===== src/core/ivm_pkg.sv =====
// Constants and carrier types for the interrupt vector map.
// Assumes one core clock and the nested interrupt controller next to it.
// Behaviour
// - Enable, pend and active bank index equals interrupt number divided by 32.
// - Priority register index equals interrupt number divided by 4.
// - Software interrupt pends or clears only through pend-set and pend-clear writes.
// - Peripheral interrupt n uses vector n plus 16.
// - DMA channels k and k plus 16 completion share interrupt k.
// - Vector 14 is the pendable service request, outside the peripheral banks.
// - Vector 15 is the system tick exception, no peripheral interrupt number.
// - Any DMA channel 0 to 15 error raises interrupt 16, vector 32.
package ivm_pkg;

  // ==========================================================
  // Table geometry
  localparam logic [31:0] VEC_TABLE_BASE = 32'h0000_0000;
  localparam int VEC_ADDR_SHIFT = 2;
  localparam logic [7:0] IRQ_VEC_OFFSET = 8'h10;
  localparam int BANK_SHIFT = 5;
  localparam int PRIO_SHIFT = 2;

  // ==========================================================
  // Core exception vectors
  localparam logic [7:0] VEC_STACK_PTR = 8'h00;
  localparam logic [7:0] VEC_RESET_PC = 8'h01;
  localparam logic [7:0] VEC_NMI = 8'h02;
  localparam logic [7:0] VEC_USAGE = 8'h06;
  localparam logic [7:0] VEC_SUPERVISOR = 8'h0B;
  localparam logic [7:0] VEC_DEBUG_MON = 8'h0C;
  localparam logic [7:0] VEC_PEND_SERVICE = 8'h0E;
  localparam logic [7:0] VEC_SYS_TICK = 8'h0F;

  // ==========================================================
  // Interrupt sources handled here
  localparam int DMA_CHANNELS = 32;
  localparam int DMA_LINES = 16;
  localparam int IRQ_LINES = 17;
  localparam int DMA_ERR_IRQ = 16;
  localparam logic [7:0] SW_IRQ_NUM = 8'h5E;
  localparam logic [2:0] SW_IRQ_BANK = 3'h2;
  localparam int SW_IRQ_BIT = 30;

  // ==========================================================
  // Reset values
  localparam logic SW_PEND_RST = 1'b0;

  typedef enum logic [2:0] {
    IVM_RESERVED = 3'b000,
    IVM_STACK_PTR = 3'b001,
    IVM_RESET_PC = 3'b011,
    IVM_CORE_EXC = 3'b010,
    IVM_PERIPH = 3'b110
  } ivm_kind_t;

  // Answer to a vector lookup
  typedef struct packed {
    logic valid;
    ivm_kind_t kind;
    logic [7:0] vector;
    logic [31:0] tableAddr;
    logic [7:0] irqNum;
    logic [2:0] bankIdx;
    logic [4:0] bankBit;
    logic [5:0] prioIdx;
    logic [1:0] prioByte;
  } ivm_lookup_t;

  // Software write into the pend banks
  typedef struct packed {
    logic setWr;
    logic clrWr;
    logic [2:0] bankIdx;
    logic [31:0] data;
  } ivm_pend_wr_t;

endpackage


===== src/core/ivm_vector_map.sv =====
// Interrupt vector map: combines DMA interrupt sources, tracks the software
// interrupt pend state, forwards core exceptions and answers vector lookups.
// Assumes all inputs synchronous to ref_clk; the controller consumes levels.
`timescale 1ns/10ps
`default_nettype none
module ivm_vector_map
  import ivm_pkg::*;
(
  input wire logic ref_clk,
  input wire logic nrst,
  input wire logic [DMA_CHANNELS-1:0] dmaDoneIn,
  input wire logic [DMA_LINES-1:0] dmaErrIn,
  input wire logic pendServiceIn,
  input wire logic sysTickIn,
  input wire ivm_pend_wr_t pendWr,
  input wire logic lookupReq,
  input wire logic [7:0] lookupVec,
  output logic [IRQ_LINES-1:0] irqLine_r,
  output logic swPend_r,
  output logic pendServiceReq_r,
  output logic sysTickReq_r,
  output ivm_lookup_t lookup_r
);

  // ==========================================================
  // Peripheral interrupt lines
  logic [IRQ_LINES-1:0] irqLine_nxt;

  // Two DMA halves fold onto one line to keep the vector count down
  always_comb begin
    for (int k = 0; k < DMA_LINES; k++) begin
      irqLine_nxt[k] = dmaDoneIn[k] | dmaDoneIn[k+DMA_LINES];
    end
    irqLine_nxt[DMA_ERR_IRQ] = |dmaErrIn;
  end

  always_ff @(posedge ref_clk or negedge nrst) begin
    if (!nrst) begin
      irqLine_r <= '0;
    end else begin
      irqLine_r <= irqLine_nxt;
    end
  end

  // ==========================================================
  // Software interrupt pend state
  logic swSetHit;
  logic swClrHit;
  logic swPend_nxt;

  assign swSetHit = pendWr.setWr && (pendWr.bankIdx == SW_IRQ_BANK) && pendWr.data[SW_IRQ_BIT];
  assign swClrHit = pendWr.clrWr && (pendWr.bankIdx == SW_IRQ_BANK) && pendWr.data[SW_IRQ_BIT];

  // Set wins so a pend written in the same cycle as a clear is not lost
  always_comb begin
    swPend_nxt = swPend_r;
    if (swSetHit) begin
      swPend_nxt = 1'b1;
    end else if (swClrHit) begin
      swPend_nxt = 1'b0;
    end
  end

  always_ff @(posedge ref_clk or negedge nrst) begin
    if (!nrst) begin
      swPend_r <= SW_PEND_RST;
    end else begin
      swPend_r <= swPend_nxt;
    end
  end

  // ==========================================================
  // Core exceptions, never routed through the peripheral banks
  always_ff @(posedge ref_clk or negedge nrst) begin
    if (!nrst) begin
      pendServiceReq_r <= 1'b0;
      sysTickReq_r <= 1'b0;
    end else begin
      pendServiceReq_r <= pendServiceIn;
      sysTickReq_r <= sysTickIn;
    end
  end

  // ==========================================================
  // Vector lookup
  ivm_lookup_t lookup_nxt;
  logic [7:0] irqOfVec;

  assign irqOfVec = lookupVec - IRQ_VEC_OFFSET;

  always_comb begin
    lookup_nxt = '0;
    lookup_nxt.valid = lookupReq;
    lookup_nxt.vector = lookupVec;
    lookup_nxt.tableAddr = VEC_TABLE_BASE + {22'h00_0000, lookupVec, 2'b00};
    if (lookupVec >= IRQ_VEC_OFFSET) begin
      lookup_nxt.kind = IVM_PERIPH;
      lookup_nxt.irqNum = irqOfVec;
      lookup_nxt.bankIdx = irqOfVec[7:BANK_SHIFT];
      lookup_nxt.bankBit = irqOfVec[BANK_SHIFT-1:0];
      lookup_nxt.prioIdx = irqOfVec[7:PRIO_SHIFT];
      lookup_nxt.prioByte = irqOfVec[PRIO_SHIFT-1:0];
    end else if (lookupVec == VEC_STACK_PTR) begin
      lookup_nxt.kind = IVM_STACK_PTR;
    end else if (lookupVec == VEC_RESET_PC) begin
      lookup_nxt.kind = IVM_RESET_PC;
    end else if ((lookupVec >= VEC_NMI) && (lookupVec <= VEC_USAGE)) begin
      lookup_nxt.kind = IVM_CORE_EXC;
    end else if ((lookupVec == VEC_SUPERVISOR) || (lookupVec == VEC_DEBUG_MON)) begin
      lookup_nxt.kind = IVM_CORE_EXC;
    end else if ((lookupVec == VEC_PEND_SERVICE) || (lookupVec == VEC_SYS_TICK)) begin
      // core slots carry no interrupt number
      lookup_nxt.kind = IVM_CORE_EXC;
    end else begin
      lookup_nxt.kind = IVM_RESERVED;
    end
  end

  always_ff @(posedge ref_clk or negedge nrst) begin
    if (!nrst) begin
      lookup_r <= '0;
    end else begin
      lookup_r <= lookup_nxt;
    end
  end

  // ==========================================================
  // Checks
  property p_bank_div;
    @(posedge ref_clk) disable iff (!nrst)
    (lookup_r.kind == IVM_PERIPH) |-> ({lookup_r.bankIdx, lookup_r.bankBit} == lookup_r.irqNum);
  endproperty
  a_bank_div: assert property (p_bank_div) else $error("bank index not irq div 32");

  property p_prio_div;
    @(posedge ref_clk) disable iff (!nrst)
    (lookup_r.kind == IVM_PERIPH) |-> (lookup_r.prioIdx == lookup_r.irqNum[7:2]);
  endproperty
  a_prio_div: assert property (p_prio_div) else $error("priority index not irq div 4");

  property p_sw_only;
    @(posedge ref_clk) disable iff (!nrst)
    $rose(swPend_r) |-> $past(swSetHit);
  endproperty
  a_sw_only: assert property (p_sw_only) else $error("software pend set without write");

  property p_sw_set_wins;
    @(posedge ref_clk) disable iff (!nrst)
    swSetHit |=> swPend_r;
  endproperty
  a_sw_set_wins: assert property (p_sw_set_wins) else $error("software pend lost");

  property p_vec_offset;
    @(posedge ref_clk) disable iff (!nrst)
    (lookupReq && lookupVec == 8'h14) |=>
      (lookup_r.irqNum == 8'h04 && lookup_r.tableAddr == 32'h0000_0050 && lookup_r.prioIdx == 6'h01);
  endproperty
  a_vec_offset: assert property (p_vec_offset) else $error("vector 20 misplaced");

  property p_dma_pair;
    @(posedge ref_clk) disable iff (!nrst)
    (dmaDoneIn[3] || dmaDoneIn[19]) |=> irqLine_r[3];
  endproperty
  a_dma_pair: assert property (p_dma_pair) else $error("dma pair not merged");

  property p_pend_service;
    @(posedge ref_clk) disable iff (!nrst)
    (lookupReq && lookupVec == VEC_PEND_SERVICE) |=>
      (lookup_r.kind == IVM_CORE_EXC && lookup_r.tableAddr == 32'h0000_0038);
  endproperty
  a_pend_service: assert property (p_pend_service) else $error("vector 14 wrong");

  property p_sys_tick;
    @(posedge ref_clk) disable iff (!nrst)
    sysTickReq_r == $past(sysTickIn);
  endproperty
  a_sys_tick: assert property (p_sys_tick) else $error("system tick not forwarded");

  property p_dma_err;
    @(posedge ref_clk) disable iff (!nrst)
    irqLine_r[DMA_ERR_IRQ] |-> ($past(dmaErrIn) != '0);
  endproperty
  a_dma_err: assert property (p_dma_err) else $error("error line without cause");

  property p_reserved;
    @(posedge ref_clk) disable iff (!nrst)
    (lookupReq && lookupVec == 8'h0D) |=> (lookup_r.kind == IVM_RESERVED && lookup_r.valid);
  endproperty
  a_reserved: assert property (p_reserved) else $error("vector 13 not reserved");

endmodule
`default_nettype wire


===== config.mk =====
export PLATFORM = sky130hd
export DESIGN_NAME = ivm_vector_map
export DESIGN_NICKNAME = d
export VERILOG_FILES = /design/src/core/ivm_pkg.sv /design/src/core/ivm_vector_map.sv
export SDC_FILE = /design/constraint.sdc
export NUM_CORES = 1
export LEC_CHECK = 0
export BUFFER_PORTS_ARGS = -buffer_cell sky130_fd_sc_hd__buf_2
export CAP_MARGIN = 20
export CORE_MARGIN = 5
export CORE_UTILIZATION = 37
export DETAILED_ROUTE_END_ITERATION = 16
export GPL_TIMING_DRIVEN = 0
export HOLD_SLACK_MARGIN = 0.1
export PLACE_DENSITY = 0.82
export SETUP_SLACK_MARGIN = 0.2
export SLEW_MARGIN = 15
export SYNTH_ARGS = -nofsm -noshare
export SYNTH_HDL_FRONTEND = slang
export SYNTH_SLANG_ARGS = --single-unit

===== constraint.sdc =====
create_clock -name ref_clk -period 1 [get_ports ref_clk]
set_input_delay 0 -clock ref_clk [delete_from_list [all_inputs] [get_ports ref_clk]]
set_output_delay 0 -clock ref_clk [all_outputs]
set_load 0.005 [all_outputs]

==> results.sh <==
export IMPL_status="complete, but fails checks"
export IMPL_violations="negative hold slack"
export IMPL_synth_cell_type_count=23
export IMPL_row_count=25
export IMPL_layout_commonest_cell="buf_2"
export IMPL_rsz0062_at_grt="yes"
export IMPL_vias=1752
export IMPL_netlist_area_um2=1735
export IMPL_p_comb_share_pct=23.4
export IMPL_initial_core_util_pct=37.49
export IMPL_n_antenna_cell=0
export IMPL_hp_class="primary input to asynchronous set/reset pin"
export IMPL_clkPwrFrac_pct=34.4
export IMPL_internal_power_w=0.003229
export IMPL_swShare_pct=22.65
export IMPL_power_frac_seq_pct=42.2
export IMPL_power_density_nw_per_um2=1206
export IMPL_drt_pass1_iterations=4
export IMPL_cts_buffer_depth=2
export IMPL_ys_seq_area_share_pct=57.68
export IMPL_viasPerCell=4.263
export IMPL_ys_warn_count=0
export IMPL_final_util_pct=74.81
export IMPL_slew_headroom_pct=41.40
export IMPL_drt_iter0_markers=52
export IMPL_worstPathMaxFanout=3
export IMPL_grt_overflow=0
export IMPL_clockRootBuffer="clkbuf_8"
export IMPL_area_delta_synth_final_pct=99.57
export IMPL_start_kind="flop"
export IMPL_nFillCells=270
export IMPL_setup_viol=0
export IMPL_cts_sinks=40
export IMPL_max_freq_mhz=1037
export IMPL_coreArea_um2=4629
export IMPL_worstSetupPathType="flop to output port"
export IMPL_drive_above_1_share_pct=60.22
export IMPL_cellLeakagePower_nw=1.792
export IMPL_finalHoldViolCount=41
export IMPL_mostFrequentLayoutCells="104 x buf_2, 47 x buf_6, 45 x dlygate4sd3_1"
export IMPL_gp_congestion=0.6983
export IMPL_post_route_period_util_pct=96.45
export IMPL_wl_per_cell_um=14.93
export IMPL_hold_slack_ps=-177.1
export IMPL_grt_max_degree=41
export IMPL_fin_nets=456
export IMPL_ant_nets=0
export IMPL_vdd_drop_max_v=0.0006861
export IMPL_grt_use_total_pct=20.01
export IMPL_cap_viol_max_count=0
export IMPL_synth_seq_cells=40
export IMPL_syn_inst=144
export IMPL_cts_buffers=5
export IMPL_die_y_um=78.49
export IMPL_worst_pin_slew_ps=879.0
export IMPL_required_ps=1000
export IMPL_finClkSkew_ps=0
export IMPL_syn_area_per_cell_um2=12.05
export IMPL_htreeDepth=2
export IMPL_cts_tree="done"
export IMPL_endpoint_kind="output port"
export IMPL_grt_pass1_wl_um=9390
export IMPL_die_x_um=78.49
export IMPL_totalWireLength_um=6136
export IMPL_p_sw_w=0.0009459
export IMPL_dieArea_um2=6160
export IMPL_pin_count=186
export IMPL_slew_viol_final=0
export IMPL_first_global_vias=2000
export IMPL_clkTransAtPathRegs_ps=80
export IMPL_drc=0
export IMPL_crit_arrival_ps=960
export IMPL_period_needed_ps=964.5
export IMPL_clock_latency_ps=290
export IMPL_io_buffers=130
export IMPL_antenna_found_initial=0
## critical path: stages, from the launching register on
cell and delay, ps:
dfrtp_1 440, buf_6 140, buf_6 100
## kinds of logic (layout without fill, tap and decap cells)
group	count (synthesis)	in the layout	synth area share (%)
xor gates and xnor gates	2	2	1.010
other	1	24	0.2161
buffers and inverters	52	242	21.63
DFF	40	40	57.68
and+or+nand+nor	42	42	15.28
adders and majority gates	2	2	1.442
AOI/OAI and AO/OA	5	5	2.740
## synthesized netlist by cell type
cell	number	area share [%]
a22o_1	1	0.50
nand4_1	1	0.36
nor3b_4	1	1.1
nand2_1	3	0.65
a21oi_1	1	0.29
nor4bb_1	1	0.58
nor4b_2	1	0.86
nor4_1	4	1.4
and2b_2	1	0.50
buf_4	48	21
and4b_1	1	0.58
conb_1	1	0.22
xnor2_1	2	1.0
o31ai_1	1	0.43
ha_1	2	1.4
a21boi_4	1	1.1
inv_1	4	0.86
o211ai_1	1	0.43
or2_2	17	6.1
nor2b_1	2	0.72
nor3_1	3	0.86
nor2_1	7	1.5
dfrtp_1	40	58
## sequential cells by signal (all words and copies together) (netlist names)
name / count
irqLine_r: 17
lookup_r: 20
pendServiceReq_r: 1
swPend_r: 1
sysTickReq_r: 1
## metal layers
metal / share of wire, % / vias to the layer above / global-route usage, %
li1: - / 813 / -
met1: 30 / 818 / 16.69
met2: 59 / 106 / 42.55
met3: 8.5 / 15 / 5.734
met4: 2.2 / 0 / 7.517
met5: 0 / - / 0
## stage by stage
stage | TNS, ps | instances | area (um^2) | worst slack [ps] | power (W)
final | 0 | 411 | 3463 | 35.49 | 0.004175
after global routing | 0 | 411 | 3463 | 2.277 | 0.004363
after CTS | 0 | 407 | 3396 | 47.54 | 0.004147
after detailed placement | -1360 | 351 | 2570 | -282.6 | 0.002435
after global placement | -1318 | 351 | 2570 | -295.4 | 0.002413
after floorplan | 0 | 167 | 1852 | 104.1 | 0.002078
## area by class of cell
type / count / area (um^2) / share of cell area [%]
buffer: 48 / 442.9 / 12.79
clock buffer: 7 / 96.34 / 2.782
clock inverter: 1 / 30.03 / 0.8671
inverter: 4 / 32.53 / 0.9393
multi-input combinational: 75 / 457.9 / 13.22
sequential: 40 / 1001 / 28.90
tap: 54 / 67.56 / 1.951
timing repair buffer: 182 / 1335 / 38.55
## power by group through the flow
| stage | Sequential [W] | Clock, W | Combinational, W |
|---|---|---|---|
| finish | 0.00176 | 0.00144 | 0.000975 |
| global route | 0.00177 | 0.00153 | 0.00106 |
| CTS | 0.00176 | 0.00147 | 0.000922 |
| detailed placement | 0.00178 | 0 | 0.000657 |
| global placement | 0.00177 | 0 | 0.000640 |
| floorplan | 0.00179 | 0 | 0.000285 |
## repair_timing
| action | in CTS | in global routing |
|---|---|---|
| gates resized for setup | 44 | 12 |
| endpoints found under the setup margin | 44 | 59 |
| buffers inserted | 2 | 3 |
| hold buffers | 46 | 2 |
| endpoints found under the hold margin | 77 | 43 |
| pin swaps | 0 | 5 |
## final timing paths
path	slack, ps	from	endpoint	cells after the start
max in group asynchronous	620	nrst	irqLine_r[12]$_DFF_PN0_	1
hold / removal	-180	nrst	lookup_r[30]$_DFF_PN0_	1
hold reg to reg	520	swPend_r$_DFFE_PN0P_	swPend_r$_DFFE_PN0P_	1
setup / recovery	40	lookup_r[0]$_DFF_PN0_	lookup_r[16]	2
min in group ref_clk	-80	dmaErrIn[14]	irqLine_r[16]$_DFF_PN0_	3
setup reg to reg	310	swPend_r$_DFFE_PN0P_	swPend_r$_DFFE_PN0P_	1
(Power assumes the default switching activity.)
